===== src/inc/adc_cal_pkg.sv =====
// constants, types and register selects for the a/d input calibration block
// assumes one 125 mhz clock and a simple word-write port from the protocol side
// Summary of operation
// - access key unlocks calibration register writes
// - writing zero to access relocks registers
// - zero trigger bits capture channel zero count
// - span trigger bits capture channel full-scale count
// - captured counts become coefficients at once
// - range endpoints normalise to plus/minus 20000
// - current ranges are bipolar converter sub-ranges
// - current variant always calibrates twenty milliamp range
// - auto uses 0V and +5V points only
// - shared option applies one channel's calibration
// - voltage config selects 5V or 10V range
// - calibration reset returns to zero step
package adc_cal_pkg;
	localparam logic [15:0] CAL_KEY      = 16'h5e2a;
	localparam logic [15:0] CAL_LOCK     = 16'h0000;
	localparam logic [2:0]  SEL_ACCESS   = 3'h0;
	localparam logic [2:0]  SEL_ZERO_TRG = 3'h1;
	localparam logic [2:0]  SEL_SPAN_TRG = 3'h2;
	localparam logic [2:0]  SEL_RANGE    = 3'h3;
	localparam logic [2:0]  SEL_MANUAL   = 3'h4;
	localparam logic [2:0]  SEL_SHARED   = 3'h5;
	localparam int          SHARED_EN_BIT = 8;
	localparam logic signed [15:0] NORM_FS   = 16'sh4e20;
	localparam logic signed [15:0] V10_FS    = 16'sh7fff;
	localparam logic signed [15:0] I20_FS    = 16'sh3333;
	localparam logic signed [15:0] SAT_MAX   = 16'sh7fff;
	localparam logic [7:0]  RANGE_RST    = 8'hff;
	localparam logic [7:0]  MANUAL_RST   = 8'h00;

	typedef enum logic [1:0] {
		ST_ZERO = 2'b01,
		ST_SPAN = 2'b10
	} step_t;

	typedef struct packed {
		logic [2:0]         chan;
		logic signed [15:0] count;
	} sample_t;
endpackage : adc_cal_pkg


===== src/count_normalizer.sv =====
// maps a raw count onto the normalised scale from a midpoint and a span
// assumes mid and span are stable in the cycle the sample is valid
`timescale 1ns/10ps
module count_normalizer
	import adc_cal_pkg::*;
(
	input  wire logic               clk_i,     // system clock
	input  wire logic               rst_n_i,   // sync reset, active low
	input  wire logic               valid_i,   // sample strobe
	input  wire sample_t            smp_i,     // raw sample
	input  wire logic signed [16:0] mid_i,     // count of range midpoint
	input  wire logic signed [17:0] span_i,    // count between endpoints
	output logic                    valid_o,   // normalised strobe
	output sample_t                 norm_o     // normalised sample
);
	wire logic signed [17:0] delta = 18'(smp_i.count) - 18'(mid_i);
	wire logic signed [35:0] num   = 36'(delta) * 36'(2 * NORM_FS);
	wire logic signed [35:0] quot  = (span_i > 18'sd0) ? num / 36'(span_i) : 36'sd0;
	// out-of-range inputs clip instead of wrapping
	wire logic signed [15:0] sat   = (quot > 36'(SAT_MAX)) ? SAT_MAX :
		(quot < -36'(SAT_MAX)) ? -SAT_MAX : quot[15:0];

	always_ff @(posedge clk_i) begin
		if (!rst_n_i) begin
			valid_o <= 1'b0;
			norm_o  <= '0;
		end else begin
			valid_o <= valid_i;
			norm_o  <= '{chan: smp_i.chan, count: sat};
		end
	end
endmodule : count_normalizer


===== src/adc_input_calibration.sv =====
// calibration control and count normalisation for eight multiplexed channels
// assumes samples arrive one per strobe tagged with their channel
`timescale 1ns/10ps
module adc_input_calibration
	import adc_cal_pkg::*;
#(
	parameter bit CURRENT_INPUT = 1'b0,  // 1 for the current-input variant
	parameter int CHANNELS      = 8      // channels on the port
) (
	input  wire logic               clk_i,        // system clock
	input  wire logic               rst_n_i,      // sync reset, active low
	input  wire logic               wr_i,         // register write strobe
	input  wire logic [2:0]         wr_sel_i,     // register select
	input  wire logic [15:0]        wr_data_i,    // register write data
	input  wire logic               cal_reset_i,  // restart calibration pulse
	input  wire logic               smp_valid_i,  // converter sample strobe
	input  wire sample_t            smp_i,        // converter sample
	input  wire logic signed [15:0] ref_zero_i,   // count at internal 0 V
	input  wire logic signed [15:0] ref_span_i,   // count at internal +5 V
	output logic                    unlocked_o,   // calibration writes allowed
	output step_t                   step_o,       // calibration step
	output logic [7:0]              zero_pend_o,  // zero captures waiting
	output logic [7:0]              span_pend_o,  // span captures waiting
	output logic                    norm_valid_o, // normalised strobe
	output sample_t                 norm_o        // normalised sample
);
	logic signed [15:0] lo_cnt [CHANNELS];
	logic signed [15:0] hi_cnt [CHANNELS];
	logic [7:0]         range_10v;
	logic [7:0]         manual;
	logic               shared_en;
	logic [2:0]         shared_src;
	step_t              next_step;

	function automatic logic signed [16:0] ext17(input logic signed [15:0] v);
		ext17 = {v[15], v};
	endfunction : ext17

	wire logic wr_access = wr_i && wr_sel_i == SEL_ACCESS;
	wire logic wr_zero   = wr_i && wr_sel_i == SEL_ZERO_TRG && unlocked_o;
	wire logic wr_span   = wr_i && wr_sel_i == SEL_SPAN_TRG && unlocked_o;
	wire logic wr_range  = wr_i && wr_sel_i == SEL_RANGE && unlocked_o;
	wire logic wr_manual = wr_i && wr_sel_i == SEL_MANUAL && unlocked_o;
	wire logic wr_shared = wr_i && wr_sel_i == SEL_SHARED && unlocked_o;

	wire logic [7:0] chan_bit = 8'(1) << smp_i.chan;
	wire logic       cap_zero = smp_valid_i && |(zero_pend_o & chan_bit);
	wire logic       cap_span = smp_valid_i && |(span_pend_o & chan_bit);
	// a trigger written in the capture cycle is kept: set wins over clear
	wire logic [7:0] next_zero_pend = cal_reset_i ? 8'h00 :
		(zero_pend_o & ~(cap_zero ? chan_bit : 8'h00)) | (wr_zero ? wr_data_i[7:0] : 8'h00);
	wire logic [7:0] next_span_pend = cal_reset_i ? 8'h00 :
		(span_pend_o & ~(cap_span ? chan_bit : 8'h00)) | (wr_span ? wr_data_i[7:0] : 8'h00);

	// coefficient selection; shared mode borrows the source channel
	wire logic [2:0] coef_ch    = shared_en ? shared_src : smp_i.chan;
	wire logic       use_manual = manual[coef_ch];
	wire logic signed [16:0] man_mid  = 17'((18'(lo_cnt[coef_ch]) + 18'(hi_cnt[coef_ch])) >>> 1);
	wire logic signed [17:0] man_span = 18'(hi_cnt[coef_ch]) - 18'(lo_cnt[coef_ch]);
	// auto: only the 0 V and +5 V points are measured, endpoints interpolated
	wire logic signed [16:0] ref_d    = ext17(ref_span_i) - ext17(ref_zero_i);
	wire logic signed [17:0] span_5v  = 18'(ref_d) <<< 1;
	wire logic signed [17:0] span_10v = 18'(ref_d) <<< 2;
	// 20 mA drives 4 V, so the bipolar span is 8/5 of the 0-to-5 V step
	wire logic signed [17:0] span_i20 = 18'((21'(ref_d) <<< 3) / 21'sd5);
	wire logic signed [17:0] auto_span = CURRENT_INPUT ? span_i20 :
		(range_10v[smp_i.chan] ? span_10v : span_5v);
	wire logic signed [16:0] sel_mid  = use_manual ? man_mid : ext17(ref_zero_i);
	wire logic signed [17:0] sel_span = use_manual ? man_span : auto_span;
	wire logic signed [15:0] rst_hi   = CURRENT_INPUT ? I20_FS : V10_FS;

	always_ff @(posedge clk_i) begin
		if (!rst_n_i) begin
			unlocked_o <= 1'b0;
		end else if (wr_access) begin
			unlocked_o <= (wr_data_i == CAL_KEY);
		end
	end

	always_ff @(posedge clk_i) begin
		if (!rst_n_i) begin
			zero_pend_o <= 8'h00;
			span_pend_o <= 8'h00;
			step_o      <= ST_ZERO;
		end else begin
			zero_pend_o <= next_zero_pend;
			span_pend_o <= next_span_pend;
			step_o      <= next_step;
		end
	end

	always_comb begin
		next_step = step_o;
		case (step_o)
			ST_ZERO: begin
				if (cap_zero) begin
					next_step = ST_SPAN;
				end
			end
			ST_SPAN: begin
				if (cap_span) begin
					next_step = ST_ZERO;
				end
			end
			default: next_step = ST_ZERO;
		endcase
		if (cal_reset_i) begin
			next_step = ST_ZERO;
		end
	end

	always_ff @(posedge clk_i) begin
		if (!rst_n_i) begin
			range_10v  <= RANGE_RST;
			manual     <= MANUAL_RST;
			shared_en  <= 1'b0;
			shared_src <= 3'h0;
		end else begin
			if (wr_range) begin
				range_10v <= wr_data_i[7:0];
			end
			if (wr_manual) begin
				manual <= wr_data_i[7:0];
			end
			if (wr_shared) begin
				shared_en  <= wr_data_i[SHARED_EN_BIT];
				shared_src <= wr_data_i[2:0];
			end
		end
	end

	// captured counts feed coefficients directly: no reload step
	always_ff @(posedge clk_i) begin
		if (!rst_n_i) begin
			for (int i = 0; i < CHANNELS; i++) begin
				lo_cnt[i] <= -rst_hi;
				hi_cnt[i] <= rst_hi;
			end
		end else begin
			if (cap_zero) begin
				lo_cnt[smp_i.chan] <= smp_i.count;
			end
			if (cap_span) begin
				hi_cnt[smp_i.chan] <= smp_i.count;
			end
		end
	end

	count_normalizer u_norm (
		.clk_i   (clk_i),
		.rst_n_i (rst_n_i),
		.valid_i (smp_valid_i),
		.smp_i   (smp_i),
		.mid_i   (sel_mid),
		.span_i  (sel_span),
		.valid_o (norm_valid_o),
		.norm_o  (norm_o)
	);
endmodule : adc_input_calibration


===== config.mk =====
export PLATFORM = sky130hd
export DESIGN_NAME = adc_input_calibration
export DESIGN_NICKNAME = d
export VERILOG_FILES = /design/src/inc/adc_cal_pkg.sv /design/src/count_normalizer.sv /design/src/adc_input_calibration.sv
export SDC_FILE = /design/constraint.sdc
export NUM_CORES = 2
export LEC_CHECK = 0
export BUFFER_PORTS_ARGS = -buffer_cell sky130_fd_sc_hd__buf_2
export CORE_MARGIN = 4
export CORE_UTILIZATION = 24
export CTS_BUF_LIST = sky130_fd_sc_hd__clkbuf_4 sky130_fd_sc_hd__clkbuf_8
export CTS_CLUSTER_DIAMETER = 80
export CTS_CLUSTER_SIZE = 40
export DETAILED_ROUTE_END_ITERATION = 8
export HOLD_SLACK_MARGIN = 0.06
export PLACE_DENSITY = 0.34
export SLEW_MARGIN = 20
export SYNTH_ARGS = -nofsm -noshare
export SYNTH_HDL_FRONTEND = slang
export SYNTH_SLANG_ARGS = --single-unit
export TNS_END_PERCENT = 50

===== constraint.sdc =====
create_clock -name clk_i -period 305.4 [get_ports clk_i]
set_input_delay 91.62 -clock clk_i [delete_from_list [all_inputs] [get_ports clk_i]]
set_output_delay 91.62 -clock clk_i [all_outputs]
set_load 0.05 [all_outputs]

### Yosys cells after proc, flatten, opt, wreduce, memory -nomap -nowiden

Memories as Yosys holds them, arrays and structs flattened.
Index checks and enable logic that the tools add are counted.

* memories kept: 2
* output and inout bits: 39
* RAM bits: 256
* bits in registers: 59

* reduce and logical (&&, ||, !) cells: 21
* multiply operators: 1
* muxes and demuxes: 31
* equality and inequality tests: 10
* add/sub/neg operators: 4
* shift operators: 1
* divide/modulo/power cells: 1
* order comparisons: 5
* bitwise gates (word level): 9

Memory list
* hi_cnt: words 8, bits a word 16, read ports 1, clocked after Yosys merged registers in 0, write ports 8, line adc_input_calibration.sv:28 `logic signed [15:0] hi_cnt [CHANNELS];`
* lo_cnt: words 8, bits a word 16, read ports 1, clocked after Yosys merged registers in 0, write ports 8, line adc_input_calibration.sv:27 `logic signed [15:0] lo_cnt [CHANNELS];`

Operators with widths (count)
* 16-bit two-way mux: 3
* 36-bit by 36-bit divider with 36-bit output: 1
* 36-bit by 16-bit greater-than comparator with 1-bit output, second input constant: 1
* 36-bit by 16-bit less-than comparator with 1-bit output, second input constant: 1
* 18-bit two-way mux: 2
* 36-bit two-way mux: 1
* 16-bit by 16-bit subtractor with 17-bit output: 2
* 8-bit bitwise AND: 4
* 8-bit two-way mux: 4
* 16-bit OR reduction: 2
* 18-bit by 11-bit multiplier with 29-bit output, second input constant: 1
* 18-bit by 1-bit greater-than comparator with 1-bit output, second input constant: 1
* 16-bit by 17-bit subtractor with 18-bit output: 1
* 16-bit by 16-bit adder with 17-bit output: 1
* 17-bit two-way mux: 1
* 16-bit by 15-bit == test with 1-bit output, second input constant: 1
* 8-bit inverter: 2
* 8-bit OR: 2
* 8-bit OR reduction: 2
* 15-bit two-way mux: 1
* 1-bit logical AND: 13
* 1-bit two-way mux: 11
* 3-bit two-way mux: 3
* 3-bit by 4-bit less-than comparator with 1-bit output, second input constant: 2
* 14 further kinds: 20

### Depth between registers and ports, before layout

* depth after elaboration: 11
* depth in mapped cells: 888

### By module

From an unflattened synthesis, not the netlist that was laid out.

* cells, all modules: 8490
* area total of the unflattened synthesis: 66324.9 µm²

By module, submodules not included
* count_normalizer: instances 1, cells each 7114, area each 49891.6 µm²
* adc_input_calibration: instances 1, cells each 1376, area each 16433.3 µm²

### Worst setup path before layout

No wires, ideal clock.

* kind: input -> register
* from: input smp_i[17] (netlist name)
* to: register, netlist name u_norm.norm_o[7]
* path buffers: 80
* path slack: 77.427 ns
* data arrival time: 227.857 ns
* library setup time: 0.116 ns
* stages on the path: 861
* cell sequence: and2b_1 -> a21oi_1 -> clkbuf_1 -> clkbuf_1 -> clkbuf_1 -> nand2_1 -> nand3_1 -> nand2_1 -> o21ai_0 -> ha_1 -> buf_2 -> inv_1 -> o21bai_1 -> a21oi_1 -> nor2b_1 -> nor2_1 -> o21bai_1 -> a21oi_1 -> (+825 left out) -> a21o_1 -> a21o_1 -> a21oi_1 -> ha_1 -> inv_1 -> or3_1 -> nor3_1 -> nand3_1 -> nor3_1 -> a21oi_1 -> xor2_1 -> or4_1 -> nor4_1 -> o21ai_0 -> o21ai_0 -> nor2_1 -> clkbuf_1 -> o211a_1

* cells in the longest elaborated chain, start to end: 11
* elaborated cells on any way between the ends: 21
* those cells by class: 3 x add/sub; 1 x mul; 1 x div; 3 x order compare; 11 x mux; 2 x memory

RTL lines
* from (decl): line adc_input_calibration.sv:17 `input wire sample_t smp_i,`
* 3-bit two-way mux: line adc_input_calibration.sv:56 `wire logic [2:0] coef_ch = shared_en ? shared_src : smp_i.chan;`
* memory 8 x 16 bit (tied with other cells)
* 16-bit by 16-bit adder with 17-bit output or 1-bit two-way mux (tied branches): line adc_input_calibration.sv:58, adc_input_calibration.sv:57
* 17-bit two-way mux: line adc_input_calibration.sv:68 `wire logic signed [16:0] sel_mid = use_manual ? man_mid : ext17(ref_zero_i);`
* 16-bit by 17-bit subtractor with 18-bit output: line count_normalizer.sv:16 `wire logic signed [17:0] delta = 18'(smp_i.count) - 18'(mid_i);`
* 18-bit by 11-bit multiplier with 29-bit output: line count_normalizer.sv:17 `wire logic signed [35:0] num = 36'(delta) * 36'(2 * NORM_FS);`
* 36-bit by 36-bit divider with 36-bit output: line count_normalizer.sv:18 `wire logic signed [35:0] quot = (span_i > 18'sd0) ? num / 36'(span_i) : 36'sd0;`
* 36-bit two-way mux *: line count_normalizer.sv:18
* 36-bit by 16-bit less-than comparator with 1-bit output: line count_normalizer.sv:21 `(quot < -36'(SAT_MAX)) ? -SAT_MAX : quot[15:0];`
* 16-bit two-way mux: line count_normalizer.sv:21
* 15-bit two-way mux *: line count_normalizer.sv:20 `wire logic signed [15:0] sat = (quot > 36'(SAT_MAX)) ? SAT_MAX :`

Every way passes the cells marked *; elsewhere a longest branch is shown, timed or not. The select of a mux whose other input is x is not followed.
A chain may end at the register's enable or synchronous reset.

==> qor.txt <==
Outcome: complete, no violations
# H-tree levels: 1
Startpoint Class: input port
Worst Hold Class: reg -> reg
Busiest grt layer: met2
Final setup TNS: 0 ns
Min Clock Period, post-route: 245.60 ns
Clk_lat worst skew: 0.69 ns
Final hold vios: 0
M2 GR Usage: 0.325
Slew Limit Fails: 0
Main synth FF type: edfxtp_1
Drt total wl: 281000 um
Cts hold-fix bufs: 0
RSZ-0062 raised after global routing: no
Clk slew on worst S/H paths: 0.12 ns
TritonCTS Buffers: 21
CTS tree: done
Syn_area_per_cell: 7.48 um2
Distinct cells, synth: 151
WL/cell: 22.2 um
Placer Congestion: 0.880
Seq/Total Area, Yosys: 0.134
First-pass GRT wire length: 415000 um
EDFF count, synth: 256
FFs w/ async S/R, synth: 0
Data required time of the critical path: 305.97 ns
Area Growth Syn to Fin: 9.73%
Final ANT Viol Nets: 0
Max Root-Sink Buffers: 3
Vias in the first global route: 62800
Worst slew pin tran: 1.15 ns
Die H: 533 um
Post-CTS Repair Setup Buffers: 0
Mapped cell area: 66200 um2
Max_cap viols: 0
Slowest stage delay, CP: 0.92 ns
Root Driver: clkbuf_8
CTS resizes: 0
Fmax: 0.00407 GHz
Crit path launch: smp_i[17]
Dpl cell area: 72100 um2
M1 GR Usage: 0.265
Fin Hold WS: 0.472 ns
Final Skew: 0.0784 ns
Grt ovf: 0
Synthesis warning total: 0
Fin area: 72600 um2
Cell row count: 192
Final nets: 9931
Crit-path slowest cell: or4b_2
Worst path bufs/invs: 35
Slew HR: 0.230
First-pass detailed-route iteration total: 5
Worst reg2reg startpoint: shared_en$_SDFFE_PN0P_
Die Wd: 533 um
IO Port Bufs: 113
Cells after Synth: 8846
Share of cells above drive strength 1: 0.0958
GRT met3 Usage: 0.00827
Core footprint: 274000 um2
Min-delay src: range_10v[7]$_SDFFE_PN1P_
Total GRT Usage: 0.189
Crit path DAT: 246.16 ns
Die ar.: 284000 um2
Synth Register Bits: 315
Crit Path Category: in -> reg
Via-to-Cell Ratio: 5.11
Crit path max-delay family: compound AO/OA/AOI/OAI gates
Crit path max fanout: 67
Largest net degree at the start of global routing: 68
DR iter-0 viols: 4174
Final period util: 0.804
CTS Sinks: 315
Dpl hpwl: 224000 um
Initial antenna violation count: 23
Crit path capture type: flop
IO Pins: 114
Starting Density: 0.241
Final setup fails: 0
DR vias: 64800
Most used cell, CP: o21ai_0
Remaining DRCs: 0
-- stage by stage --
step           cells  setup slack (ns)  utilization
2_1_floorplan   9016             77.43            -
3_3_place_gp   12600             61.89        0.263
3_5_place_dp   12600             59.74        0.263
4_1_cts        12700             59.63        0.265
5_1_grt        12700             44.08        0.265
6_report       12700             59.80        0.265
-- sequential cells by signal, indices dropped and copies added, names as in the netlist --
signal	flops
lo_cnt	128
unlocked_o	1
zero_pend_o	8
u_norm.norm_o	19
range_10v	8
span_pend_o	8
shared_en	1
step_o	2
shared_src	3
manual	8
hi_cnt	128
u_norm.valid_o	1
-- Yosys cell counts (32+ instances only) --
| library cell | number | area, um2 |
|---|---|---|
| a211oi_1 | 46 | 345 |
| a21o_1 | 283 | 2120 |
| a21oi_1 | 768 | 3840 |
| a31oi_1 | 99 | 619 |
| and2_1 | 198 | 1240 |
| and3_1 | 102 | 638 |
| buf_1 | 32 | 120 |
| clkbuf_1 | 228 | 856 |
| dfxtp_1 | 59 | 1180 |
| edfxtp_1 | 256 | 7690 |
| fa_1 | 55 | 1100 |
| ha_1 | 828 | 10400 |
| inv_1 | 410 | 1540 |
| mux2_2 | 216 | 2430 |
| mux2i_1 | 66 | 661 |
| nand2_1 | 842 | 3160 |
| nand2b_1 | 182 | 1140 |
| nand3_1 | 271 | 1360 |
| nand4_1 | 144 | 901 |
| nor2_1 | 846 | 3180 |
| nor2b_1 | 113 | 707 |
| nor3_1 | 210 | 1050 |
| nor4_1 | 80 | 500 |
| o211ai_1 | 47 | 353 |
| o21a_1 | 211 | 1580 |
| o21ai_0 | 450 | 2250 |
| o21ai_1 | 38 | 190 |
| o21bai_1 | 142 | 1070 |
| o31ai_1 | 86 | 646 |
| or2_2 | 153 | 957 |
| or3_1 | 71 | 444 |
| xnor2_1 | 451 | 3950 |
| xor2_1 | 206 | 1800 |
-- logic make-up after synthesis --
logic type,after synthesis,synth area share
AOI/OAI and AO/OA,2542,0.252
xor gates and xnor gates,662,0.0883
adders and majority gates,889,0.174
buffers and inverters,745,0.0463
DFF,315,0.134
muxes,288,0.0480
other,2,0.000113
and+or+nand+nor,3403,0.257
-- cell type report --
type                       count  area, um2
clock inverter                16        208
antenna                        6       15.0
tap                         3686       4610
timing repair buffer         262       1680
clock buffer                  22        297
multi-input combinational   7956      55400
fill                       30100     201000
inverter                     417       1570
sequential                   315       8870
-- path summary, 6_finish.rpt --
| path | to | slack (ns) | cells past startpoint |
|---|---|---|---|
| setup reg to reg | u_norm.norm_o[10]$_SDFF_PN0_ | 150.43 | 791 |
| setup / recovery | u_norm.norm_o[10]$_SDFF_PN0_ | 59.80 | 931 |
| hold reg to reg | range_10v[7]$_SDFFE_PN1P_ | 0.47 | 2 |
| hold / removal | range_10v[7]$_SDFFE_PN1P_ | 0.47 | 2 |
-- worst register-to-register path, delay by kind of cell (launching register included) --
family	cells	cell delay, ns
AO/OA/AOI/OAI	456	85.73
AND/OR/NAND/NOR	245	39.82
adder cells (fa/ha/maj)	43	15.26
buffers and inverters	31	7.05
XOR/XNOR	8	3.42
multiplexers	8	3.05
flip-flops	1	0.54
-- routing by layer --
metal  vias to the layer above  wire length [um]
met1                     31200            138000
met2                      1005            132000
met3                       181              7280
li1                      32400                 -
met5                         -                 0
met4                         0              4870
-- cell usage in the layout (no fill, tap or decap), types with 102 or more instances in the layout --
cell      Yosys  layout
o21a_1      211     211
nand2b_1    182     179
o21ai_0     450     443
and2_1      198     198
nand3_1     271     270
ha_1        828     828
nor3_1      210     209
or2_2       153     153
buf_4        27     149
nand4_1     144     144
inv_1       410     410
nor2b_1     113     112
o21bai_1    142     142
nand2_1     842     840
conb_1        2     172
edfxtp_1    256     256
nor2_1      846     842
xnor2_1     451     433
xor2_1      206     201
a21oi_1     768     763
and3_1      102     102
buf_2        20     113
a21o_1      283     280
mux2_2      216     216
Power is left out: the tool's default activity adds up to more than one toggle a clock period on the data nets, which glitch-free logic cannot reach.
